## src/hw/dtp_pkg.sv

```systemverilog
// dtp_pkg: shared constants and types for the dual timer/divider/pwm block
// assumes a plain address/strobe register port driven from the clk domain
package dtp_pkg;
    localparam int DTP_AW = 4;
    // register indices (byte address = index)
    localparam logic [3:0] DTP_CTRL_LO = 4'h0;
    localparam logic [3:0] DTP_CTRL_HI = 4'h1;
    localparam logic [3:0] DTP_MATCH_LO = 4'h2;
    localparam logic [3:0] DTP_MATCH_HI = 4'h3;
    localparam logic [3:0] DTP_DUTY_LO = 4'h4;
    localparam logic [3:0] DTP_DUTY_HI = 4'h5;
    localparam logic [3:0] DTP_COUNT_LO = 4'h6;
    localparam logic [3:0] DTP_COUNT_HI = 4'h7;
    localparam logic [3:0] DTP_STATUS = 4'h8;
    // control field positions
    localparam int DTP_MODE_LSB = 0;
    localparam int DTP_START_BIT = 3;
    localparam int DTP_CLK_LSB = 4;
    localparam int DTP_FF_INIT_BIT = 7;
    localparam logic [7:0] DTP_CTRL_RST = 8'h00;
    localparam logic [7:0] DTP_MATCH_RST = 8'hFF;
    localparam logic [7:0] DTP_DUTY_RST = 8'hFF;
    localparam logic DTP_FF_RST = 1'b0;
    // prescale: fc/2^11, fc/2^7, fc/2^5, fc/2^3; slow path fs/2^3
    localparam int DTP_PRE_W = 11;
    localparam logic [3:0] DTP_SH_SEL0 = 4'hB;
    localparam logic [3:0] DTP_SH_SEL1 = 4'h7;
    localparam logic [3:0] DTP_SH_SEL2 = 4'h5;
    localparam logic [3:0] DTP_SH_SEL3 = 4'h3;
    localparam logic [3:0] DTP_SH_SLOW = 4'h3;
    // resolution of the fastest choice at 16 MHz fc
    localparam int DTP_RES_FAST_NS = 500;

    typedef enum logic [1:0] {
        DTP_MODE_TIMER = 2'b00,
        DTP_MODE_DIV = 2'b01,
        DTP_MODE_PWM = 2'b10,
        DTP_MODE_CASC = 2'b11
    } dtp_mode_t;

    typedef struct packed {
        logic we;
        logic re;
        logic [3:0] addr;
        logic [7:0] wdata;
    } dtp_bus_t;

    typedef struct packed {
        logic [7:0] count;
        logic ff;
        logic irq;
    } dtp_ch_state_t;
endpackage

```

## src/hw/dtp_prescale.sv

```systemverilog
// dtp_prescale: free running prescaler with enable pulses for both timers
// assumes fc_tick and fs_tick are one-cycle enables on clk
`timescale 1ns/1ps
module dtp_prescale
    import dtp_pkg::*;
(
    input wire logic clk,
    input wire logic arst_n,
    input wire logic fc_tick,
    input wire logic fs_tick,
    input wire logic slow_sel,
    input wire logic [1:0] sel_a,
    input wire logic [1:0] sel_b,
    output logic en_a,
    output logic en_b
);
    typedef struct packed {
        logic [DTP_PRE_W-1:0] fc_cnt;
        logic [2:0] fs_cnt;
    } dtp_pre_t;
    dtp_pre_t st_r, st_nxt;
    logic [DTP_PRE_W:0] fc_wrap;
    logic fs_pulse;

    // a rate 2^k ticks when the low k bits of the count are about to wrap
    function automatic logic pick(input logic [1:0] sel,
                                  input logic [DTP_PRE_W:0] wrap,
                                  input logic slow, input logic fsp);
        logic r;
        r = 1'b0;
        case (sel)
            2'h0: r = slow ? fsp : wrap[DTP_SH_SEL0];
            2'h1: r = wrap[DTP_SH_SEL1];
            2'h2: r = wrap[DTP_SH_SEL2];
            2'h3: r = wrap[DTP_SH_SEL3];
            default: r = 1'b0;
        endcase
        return r;
    endfunction

    always_comb begin
        st_nxt = st_r;
        // wrap[k] is the tick on which the low k count bits roll over
        fc_wrap = '0;
        fc_wrap[0] = fc_tick;
        for (int i = 1; i <= DTP_PRE_W; i++) begin
            fc_wrap[i] = fc_wrap[i-1] && st_r.fc_cnt[i-1];
        end
        fs_pulse = fs_tick && (st_r.fs_cnt == 3'h7);
        if (fc_tick) begin
            st_nxt.fc_cnt = st_r.fc_cnt + 1'b1;
        end
        if (fs_tick) begin
            st_nxt.fs_cnt = st_r.fs_cnt + 1'b1;
        end
        en_a = pick(sel_a, fc_wrap, slow_sel, fs_pulse);
        en_b = pick(sel_b, fc_wrap, slow_sel, fs_pulse);
    end

    always_ff @(posedge clk or negedge arst_n) begin
        if (!arst_n) begin
            st_r <= '0;
        end else begin
            st_r <= st_nxt;
        end
    end
endmodule // dtp_prescale

```

## src/hw/dtp_timer.sv

```systemverilog
// dtp_timer: two 8-bit timers with divider, pwm and cascaded 16-bit modes
// assumes a register port on clk; fc_tick/fs_tick/slow_mode come from clk
// logic, so they are not synchronised
//
// Behaviour
// divider mode counts, on match toggles flip-flop, clears, raises irq
// divider output is a 50% square wave by equal-length halves
// divider pin is the inverse of the toggle flip-flop
// software presets each flip-flop; reset clears it to zero
// divider match register unbuffered; software avoids changing it running
// stopping a divider timer holds its pin level
// software changes the init bit only after stopping, not together
// software sets the port output latch before using the pins
// pwm toggles on duty match and keeps counting
// pwm overflow toggles again, clears counter, raises irq
// pwm pin is the inverse of the flip-flop, polarity via preset
// duty writes while running stage until irq; stopped loads at once
// duty reads during pwm return the staging register; the code returns the active duty register
// software rewrites duty right after the irq
// stopping a pwm timer holds its pin level
// software stops pwm before stop mode
// cascade mode matches 16-bit count, raises upper irq, clears count
// software writes the 16-bit match low byte then high byte
// software keeps init bits zero in cascade mode
// cascade match registers unbuffered
// source clock fc/2^11, 2^7, 2^5, 2^3; first becomes fs/2^3 when slow
// timer mode counts, on match raises irq and clears
// pwm period is 256 source clocks, duty sets first toggle
`timescale 1ns/1ps
module dtp_timer
    import dtp_pkg::*;
(
    input wire logic clk,
    input wire logic arst_n,
    input wire logic fc_tick,
    input wire logic fs_tick,
    input wire logic slow_mode,
    input wire logic reg_we,
    input wire logic reg_re,
    input wire logic [DTP_AW-1:0] reg_addr,
    input wire logic [7:0] reg_wdata,
    output logic [7:0] reg_rdata,
    output logic divider_out_pin_lo_n,
    output logic divider_out_pin_hi_n,
    output logic pwm_out_pin_lo_n,
    output logic pwm_out_pin_hi_n,
    output logic timer_match_irq_lo,
    output logic upper_timer_irq
);
    typedef struct packed {
        logic [1:0][7:0] ctrl;
        logic [1:0][7:0] match;
        logic [1:0][7:0] duty_stage;
        logic [1:0][7:0] duty_act;
        logic [1:0] dpend;
        logic [1:0][7:0] count;
        logic [1:0] ff;
        logic [1:0] irq;
        logic [1:0] sticky;
        logic [7:0] rdata;
    } dtp_state_t;

    dtp_state_t st_r, st_nxt;
    logic en_a, en_b;
    logic [1:0] en;
    logic [1:0] run;
    logic [1:0] ff_init;
    dtp_mode_t mode [2];
    logic casc;
    logic [15:0] cnt16;

    dtp_prescale u_pre (
        .clk(clk),
        .arst_n(arst_n),
        .fc_tick(fc_tick),
        .fs_tick(fs_tick),
        .slow_sel(slow_mode | st_r.ctrl[1][2]),
        .sel_a(st_r.ctrl[0][DTP_CLK_LSB +: 2]),
        .sel_b(st_r.ctrl[1][DTP_CLK_LSB +: 2]),
        .en_a(en_a),
        .en_b(en_b)
    );

    // ctrl bit 2 of the upper control is the prescale_select_bit
    always_comb begin
        for (int j = 0; j < 2; j++) begin
            mode[j] = dtp_mode_t'(st_r.ctrl[j][DTP_MODE_LSB +: 2]);
            run[j] = st_r.ctrl[j][DTP_START_BIT];
            ff_init[j] = st_r.ctrl[j][DTP_FF_INIT_BIT];
        end
        casc = (mode[1] == DTP_MODE_CASC);
        en = {en_b, en_a};
        cnt16 = {st_r.count[1], st_r.count[0]};
    end

    always_comb begin
        logic [1:0] stop_edge;
        logic hit16;
        st_nxt = st_r;
        stop_edge = '0;
        hit16 = 1'b0;
        st_nxt.irq = '0;
        st_nxt.rdata = '0;
        // per-timer counting
        for (int j = 0; j < 2; j++) begin
            if (casc) begin
                // lower mode and start ignored; cascade runs on upper start at the lower clock select
            end else if (run[j] && en[j]) begin
                case (mode[j])
                    DTP_MODE_TIMER: begin
                        if (st_r.count[j] == st_r.match[j]) begin
                            st_nxt.count[j] = '0;
                            st_nxt.irq[j] = 1'b1;
                        end else begin
                            st_nxt.count[j] = st_r.count[j] + 1'b1;
                        end
                    end
                    DTP_MODE_DIV: begin
                        // match reg read live: no shadow copy
                        if (st_r.count[j] == st_r.match[j]) begin
                            st_nxt.ff[j] = ~st_r.ff[j];
                            st_nxt.count[j] = '0;
                            st_nxt.irq[j] = 1'b1;
                        end else begin
                            st_nxt.count[j] = st_r.count[j] + 1'b1;
                        end
                    end
                    DTP_MODE_PWM: begin
                        st_nxt.count[j] = st_r.count[j] + 1'b1;
                        if (st_r.count[j] == 8'hFF) begin
                            st_nxt.ff[j] = ~st_r.ff[j];
                            st_nxt.irq[j] = 1'b1;
                            st_nxt.count[j] = '0;
                            st_nxt.duty_act[j] = st_r.duty_stage[j];
                            st_nxt.dpend[j] = 1'b0;
                        end else if (st_r.count[j] == st_r.duty_act[j]) begin
                            st_nxt.ff[j] = ~st_r.ff[j];
                        end
                    end
                    default: begin
                        st_nxt.count[j] = st_r.count[j];
                    end
                endcase
            end
        end
        // cascaded 16-bit timer
        if (casc && run[1] && en[0]) begin
            hit16 = (cnt16 == {st_r.match[1], st_r.match[0]});
            if (hit16) begin
                {st_nxt.count[1], st_nxt.count[0]} = 16'h0000;
                st_nxt.irq[1] = 1'b1;
            end else begin
                {st_nxt.count[1], st_nxt.count[0]} = cnt16 + 16'h0001;
            end
        end
        // register writes; ff follows init bit only while stopped
        if (reg_we) begin
            case (reg_addr)
                DTP_CTRL_LO, DTP_CTRL_HI: begin
                    st_nxt.ctrl[reg_addr[0]] = reg_wdata;
                    if (!reg_wdata[DTP_START_BIT] &&
                        !run[reg_addr[0]]) begin
                        st_nxt.ff[reg_addr[0]] =
                            reg_wdata[DTP_FF_INIT_BIT];
                    end
                    stop_edge[reg_addr[0]] = run[reg_addr[0]] &&
                        !reg_wdata[DTP_START_BIT];
                    if (reg_wdata[DTP_START_BIT] && !run[reg_addr[0]]) begin
                        st_nxt.count[reg_addr[0]] = '0;
                        if (reg_addr[0] && casc) begin
                            st_nxt.count[0] = '0;
                        end
                    end
                end
                DTP_MATCH_LO, DTP_MATCH_HI: begin
                    st_nxt.match[reg_addr[0]] = reg_wdata;
                end
                DTP_DUTY_LO, DTP_DUTY_HI: begin
                    st_nxt.duty_stage[reg_addr[0]] = reg_wdata;
                    if (!run[reg_addr[0]]) begin
                        st_nxt.duty_act[reg_addr[0]] = reg_wdata;
                    end else begin
                        st_nxt.dpend[reg_addr[0]] = 1'b1;
                    end
                end
                DTP_STATUS: begin
                    st_nxt.sticky = st_r.sticky & ~reg_wdata[1:0];
                end
                default: begin
                    // unmapped writes are dropped
                end
            endcase
        end
        // set wins over a same-cycle status clear
        st_nxt.sticky = st_nxt.sticky | st_nxt.irq;
        // reads: data one cycle later
        if (reg_re) begin
            case (reg_addr)
                DTP_CTRL_LO, DTP_CTRL_HI:
                    st_nxt.rdata = st_r.ctrl[reg_addr[0]];
                DTP_MATCH_LO, DTP_MATCH_HI:
                    st_nxt.rdata = st_r.match[reg_addr[0]];
                DTP_DUTY_LO, DTP_DUTY_HI:
                    // a staged write reads back only after its transfer
                    st_nxt.rdata = st_r.duty_act[reg_addr[0]];
                DTP_COUNT_LO, DTP_COUNT_HI:
                    st_nxt.rdata = st_r.count[reg_addr[0]];
                DTP_STATUS: st_nxt.rdata = {4'h0, st_r.dpend, st_r.sticky};
                default: st_nxt.rdata = 8'h00;
            endcase
        end
        // a stopping write freezes the flip-flop at its current level, even
        // if a count event lands in the same cycle
        for (int j = 0; j < 2; j++) begin
            if (stop_edge[j]) begin
                st_nxt.ff[j] = st_r.ff[j];
            end
        end
    end

    always_ff @(posedge clk or negedge arst_n) begin
        if (!arst_n) begin
            st_r <= '0;
            st_r.ctrl <= {DTP_CTRL_RST, DTP_CTRL_RST};
            st_r.match <= {DTP_MATCH_RST, DTP_MATCH_RST};
            st_r.duty_stage <= {DTP_DUTY_RST, DTP_DUTY_RST};
            st_r.duty_act <= {DTP_DUTY_RST, DTP_DUTY_RST};
            st_r.ff <= {DTP_FF_RST, DTP_FF_RST};
        end else begin
            st_r <= st_nxt;
        end
    end

    // pins are the flip-flop inverted; mode picks which pin shows it
    always_comb begin
        divider_out_pin_lo_n = ~(st_r.ff[0] &
            (mode[0] == DTP_MODE_DIV));
        divider_out_pin_hi_n = ~(st_r.ff[1] &
            (mode[1] == DTP_MODE_DIV));
        pwm_out_pin_lo_n = ~(st_r.ff[0] &
            (mode[0] == DTP_MODE_PWM));
        pwm_out_pin_hi_n = ~(st_r.ff[1] &
            (mode[1] == DTP_MODE_PWM));
        timer_match_irq_lo = st_r.irq[0];
        upper_timer_irq = st_r.irq[1];
        reg_rdata = st_r.rdata;
    end
endmodule // dtp_timer

```

## config.mk

```make
export PLATFORM = sky130hd
export DESIGN_NAME = dtp_timer
export DESIGN_NICKNAME = d
export VERILOG_FILES = /design/src/hw/dtp_pkg.sv /design/src/hw/dtp_prescale.sv /design/src/hw/dtp_timer.sv
export SDC_FILE = /design/constraint.sdc
export NUM_CORES = 1
export LEC_CHECK = 0
export BUFFER_PORTS_ARGS = -buffer_cell sky130_fd_sc_hd__buf_2
export CAP_MARGIN = 20
export CELL_PAD_IN_SITES_DETAIL_PLACEMENT = 1
export CELL_PAD_IN_SITES_GLOBAL_PLACEMENT = 2
export CORE_UTILIZATION = 35
export CTS_CLUSTER_DIAMETER = 100
export CTS_CLUSTER_SIZE = 8
export DETAILED_ROUTE_END_ITERATION = 16
export PLACE_DENSITY_LB_ADDON = 0.1
export SETUP_SLACK_MARGIN = 0.3
export SKIP_CTS_REPAIR_TIMING = 1
export SYNTH_ARGS = -nofsm -noshare
export SYNTH_HDL_FRONTEND = slang
export SYNTH_HIERARCHICAL = 1
export SYNTH_SLANG_ARGS = --single-unit
export TNS_END_PERCENT = 50
```

## constraint.sdc

```tcl
create_clock -name clk -period 3 [get_ports clk]
set_input_delay 0.3 -clock clk [delete_from_list [all_inputs] [get_ports clk]]
set_output_delay 0.3 -clock clk [all_outputs]
set_load 0.005 [all_outputs]
```

# Word-level counts from Yosys, hierarchy flattened
# Index checks and enable logic that the tools add are counted.
# word_totals
out_inout_bits	14
inputBits	19
wordCells	195
regBits	110
# op_classes
n_lt_le_gt_ge	2
reduce_logical	37
n_bitwise	18
mux	88
n_addsub	5
n_eq_ne	27
# op_table
operator	count
$mux W8	27
$bwmux W16	4
$mux W16	4
$pmux W8 S5	1
$mux W18	2
$mux W36	1
$eq A8 B8 Y1	4
$mux W1	32
$pmux W8 S2	2
$logic_and A1 B1 Y1	21
$add A16 B1 Y16 const B	1
$add A8 B1 Y8 const B	2
$and A16 B16 Y16	1
$eq A16 B16 Y1	1
$eq A4 B3 Y1 const B	4
$eq A8 B8 Y1 const B	2
$not A16 Y16	1
$eq A2 B2 Y1 const B	7
$mux W2	6
$reduce_or A2 Y1	6
$add A11 B1 Y11 const B	1
$demux W8 S1	1
$eq A2 B1 Y1 const B	4
$eq A4 B2 Y1 const B	2
20 further kinds	40

# Longest topological paths before layout
# logic_depth
depth_word	22
mapped_depth	11
ltp_nobuf	10

# Modules after synthesis
# Netlist, hierarchy kept.
# modules_own_cells
module	area_each_um2	instances	cells_each
dtp_timer	5868.1	1	559
dtp_prescale	696.9	1	61

# Worst setup path before layout
# OpenSTA, ideal clock, no wires.
# synth_path
path_type	register to register
start	reg st_r[90] (netlist name)
end	reg st_r, in the netlist cnt16[6]
setup_slack_ns	0.615
arrival_time_ns	2.303
path_stages_with_launch	11
t_required_ns	2.918
path_buffers	0
path_cell_list	dfrtp_1 -> or2_2 -> nor4b_2 -> a21oi_1 -> o21ai_1 -> and3b_1 -> nor2b_1 -> nand2_1 -> o221ai_2 -> o211ai_1 -> a31oi_1
# synth_lines
element	line	source
start: declaration	dtp_timer.sv:63	dtp_state_t st_r, st_nxt;
start signal: assignment	dtp_timer.sv:230	st_r <= st_nxt;

==> flow_summary.yaml <==
clocking:
  insertion_delay_ns: 0.36
  path_clk_slew_ns: 0.08
  tritoncts: "yes"
  root_buffer: "clkbuf_16"
  h-tree-depth: 3
  cts_sinks: 110
  clockBufferDepth: 2
  numCtsBuffers: 9
global_routing:
  use_met2_pct: 35.6
  grt_max_degree: 61
  antenna_found_initial: 0
  grt_pass1_vias: 5157
  met1_usage_pct: 30.8
  busiest_layer: "met2"
  grtUsageMet3_pct: 3.21
  overflow: 0
  grt_pass1_wl_um: 32100
  track_usage_pct: 22.2
timing:
  post-route-min-period_ns: 2.46
  fin_setup_tns_ns: 0
  setup_viol: 0
  relSlewSlack_pct: 45.2
  maxSlewViolCount: 0
  tightest_slew_ns: 0.822
  hold_viol: 0
  timing.final.crit_share_pct: 81.9
  fmax_mhz: 407
  rsz0062_at_grt: "false"
  clock-skew-final_ns: 0.00850
floorplanning:
  fp.dieArea_um2: 19300
  dieHeight_um: 139
  io-pin-count: 33
  die_w_um: 139
  coreArea_um2: 18100
  initial_core_util_pct: 36.2
  rows: 49
run_status:
  status: "complete, no violations"
synth:
  synth_area_leaders: "dfrtp_1, dfstp_2, mux2_2, mux2i_1, xnor2_1"
  synth-main-ff-cell: "dfrtp_1"
  synthArstFlopShare_pct: 100
  yosysTopAreaCell: "dfrtp_1"
  ys_warn_count: 6
  syn_inst: 620
  synth_top_area_share_pct: 23.6
  synth_area_per_cell_um2: 10.6
  synth_seq_cells: 110
  ys_seq_area_share_pct: 42.8
  synth.distinct_cells: 72
  synth_area_um2: 6570
  synth-edff-count: 0
  synth_fp_nets: 652
routing:
  drc: 0
  drt-initial-drc-count: 252
  avgRoutedWirePerCell_um: 23.2
  via_count: 4970
  vias_per_cell: 5.65
  wirelength_um: 20400
  ant_nets: 0
  drtPass1Iterations: 10
final_layout:
  syn_to_final_growth_pct: 11.1
  fill_cells: 2004
  drive_gt1_share_pct: 33.6
  antenna_cells: 0
  final_cells: 880
  nNetsFinal: 678
power_and_ir_drop:
  ir_drop_uv: 380
  combinationalPowerShare_pct: 25.1
  p_int_mw: 3.08
  power.switching_mw: 1.62
  leakage_nw: 3.00
  p_clk_share_pct: 25.7
  swShare_pct: 34.5
  pwr-share-seq_pct: 49.2
  power_density_nw_per_um2: 645
worst_setup_path:
  cp.required_ns: 3.28
  crit_path_max_fanout: 8
  worst_setup_path_start_kind: "register"
  cp-end-kind: "register"
  critPathKind: "reg2reg"
  arrival_ns: 2.74
job:
  drv_cap: 0
worst_hold_path:
  hold_path.class: "in2async"
placed_design:
  place_congestion: 0.816
  place_inst: 861
  io_buffers: 32
  hpwl_um: 15400
## cell usage in the layout (no fill, tap or decap), drive strengths merged, types with 27 or more instances in the layout
| master | instances |
|---|---|
| a21oi | 31 |
| buf | 61 |
| dfrtp | 62 |
| dfstp | 48 |
| mux2 | 60 |
| mux2i | 31 |
| nand2 | 55 |
| nor2 | 46 |
| o21ai | 27 |
| xnor2 | 34 |
## worst max-delay path, cell delays in order, from the launching register on
cell      delay, ns
dfrtp_1        0.43
nand4_1        0.19
nor4b_4        0.31
a21oi_1        0.12
o21ai_2        0.21
and3b_2        0.25
nor2b_4        0.17
nand2_1        0.11
o221ai_4       0.27
o211ai_1       0.14
a31oi_1        0.18
## path summary, 6_finish.rpt
kind                                            from                        end  slack (ns)  depth (start not counted)
max                        u_pre/st_r[6]$_DFFE_PN0P_         cnt16[6]$_DFF_PN0_        0.54                         10
max reg2reg                u_pre/st_r[6]$_DFFE_PN0P_         cnt16[6]$_DFF_PN0_        0.54                         10
min in group clk                             fs_tick  u_pre/st_r[0]$_DFFE_PN0P_        0.21                          2
min reg2reg                u_pre/st_r[0]$_DFFE_PN0P_  u_pre/st_r[0]$_DFFE_PN0P_        0.47                          1
max in group asynchronous                     arst_n         st_r[36]$_DFF_PN1_        2.14                          2
min                                           arst_n        cnt16[10]$_DFF_PN0_       0.008                          1
## logic make-up (layout without fill, tap and decap cells)
logic type	count (synthesis)	in the layout	synth area share (%)
mux	91	91	15.0
xor+xnor	48	48	7.38
compound gates	118	118	12.0
buf+inv	56	87	4.63
fa+ha+maj	13	13	2.48
simple gates	184	184	15.7
flops	110	110	42.8
## metrics by stage
stage / area [um^2] / total power, mW / util [%] / setup WS (ns) / hold WS, ns
6_report: 7300 / 4.71 / 40.2 / 0.542 / 0.00782
5_1_grt: 7300 / 4.99 / 40.2 / 0.299 / 0.0712
4_1_cts: 7230 / 4.74 / 39.9 / 0.130 / 0.0628
3_5_place_dp: 6940 / 3.50 / 38.3 / 0.171 / 0.455
3_3_place_gp: 6940 / 3.45 / 38.3 / 0.272 / 0.453
2_1_floorplan: 6570 / 3.07 / - / 0.615 / 0.00441
## synthesized netlist by cell type (all sizes together), types with 3 or more instances
cell    count
a21oi      31
a221o       8
a221oi      8
a22oi       3
a31oi      11
a32oi       3
and2        5
and3        7
buf        38
clkbuf      8
dfrtp      62
dfstp      48
ha         13
inv        10
mux2       60
mux2i      31
nand2      55
nand3      19
nand4      16
nor2       46
nor2b       3
nor3       10
nor3b       5
nor4        5
o21ai      27
o22ai       6
o311ai      3
o31ai       4
or2         3
xnor2      34
xor2       14
## metal layers
| metal | up-vias | routed length [um] |
|---|---|---|
| met4 | 0 | 470 |
| met1 | 2579 | 9540 |
| met5 | - | 0 |
| met2 | 90 | 9620 |
| li1 | 2279 | - |
| met3 | 22 | 754 |
## power by group through the flow
stage                     registers [mW]  logic (mW)  clock network, mW
after floorplan                     2.15       0.916                  0
after global placement              2.33        1.12                  0
after detailed placement            2.35        1.16                  0
after CTS                           2.32        1.16               1.25
after global routing                2.37        1.31               1.31
final                               2.32        1.18               1.21
## registers in the layout, indices dropped and copies added (netlist names)
signal	count
upper_timer_irq	1
u_pre/st_r	14
timer_match_irq_lo	1
mode	4
ff_init	2
run	2
cnt16	16
st_r	62
reg_rdata	8
## final cells by class
cell class,instances,area (um^2),area share [%]
tap,229,287,3.93
multi-input combinational,454,3490,47.8
clock buffer,9,225,3.09
clock inverter,7,65.1,0.892
timing repair buffer,61,380,5.21
inverter,10,37.5,0.514
sequential,110,2810,38.6
Note: power is estimated with default switching activity, not from simulation.
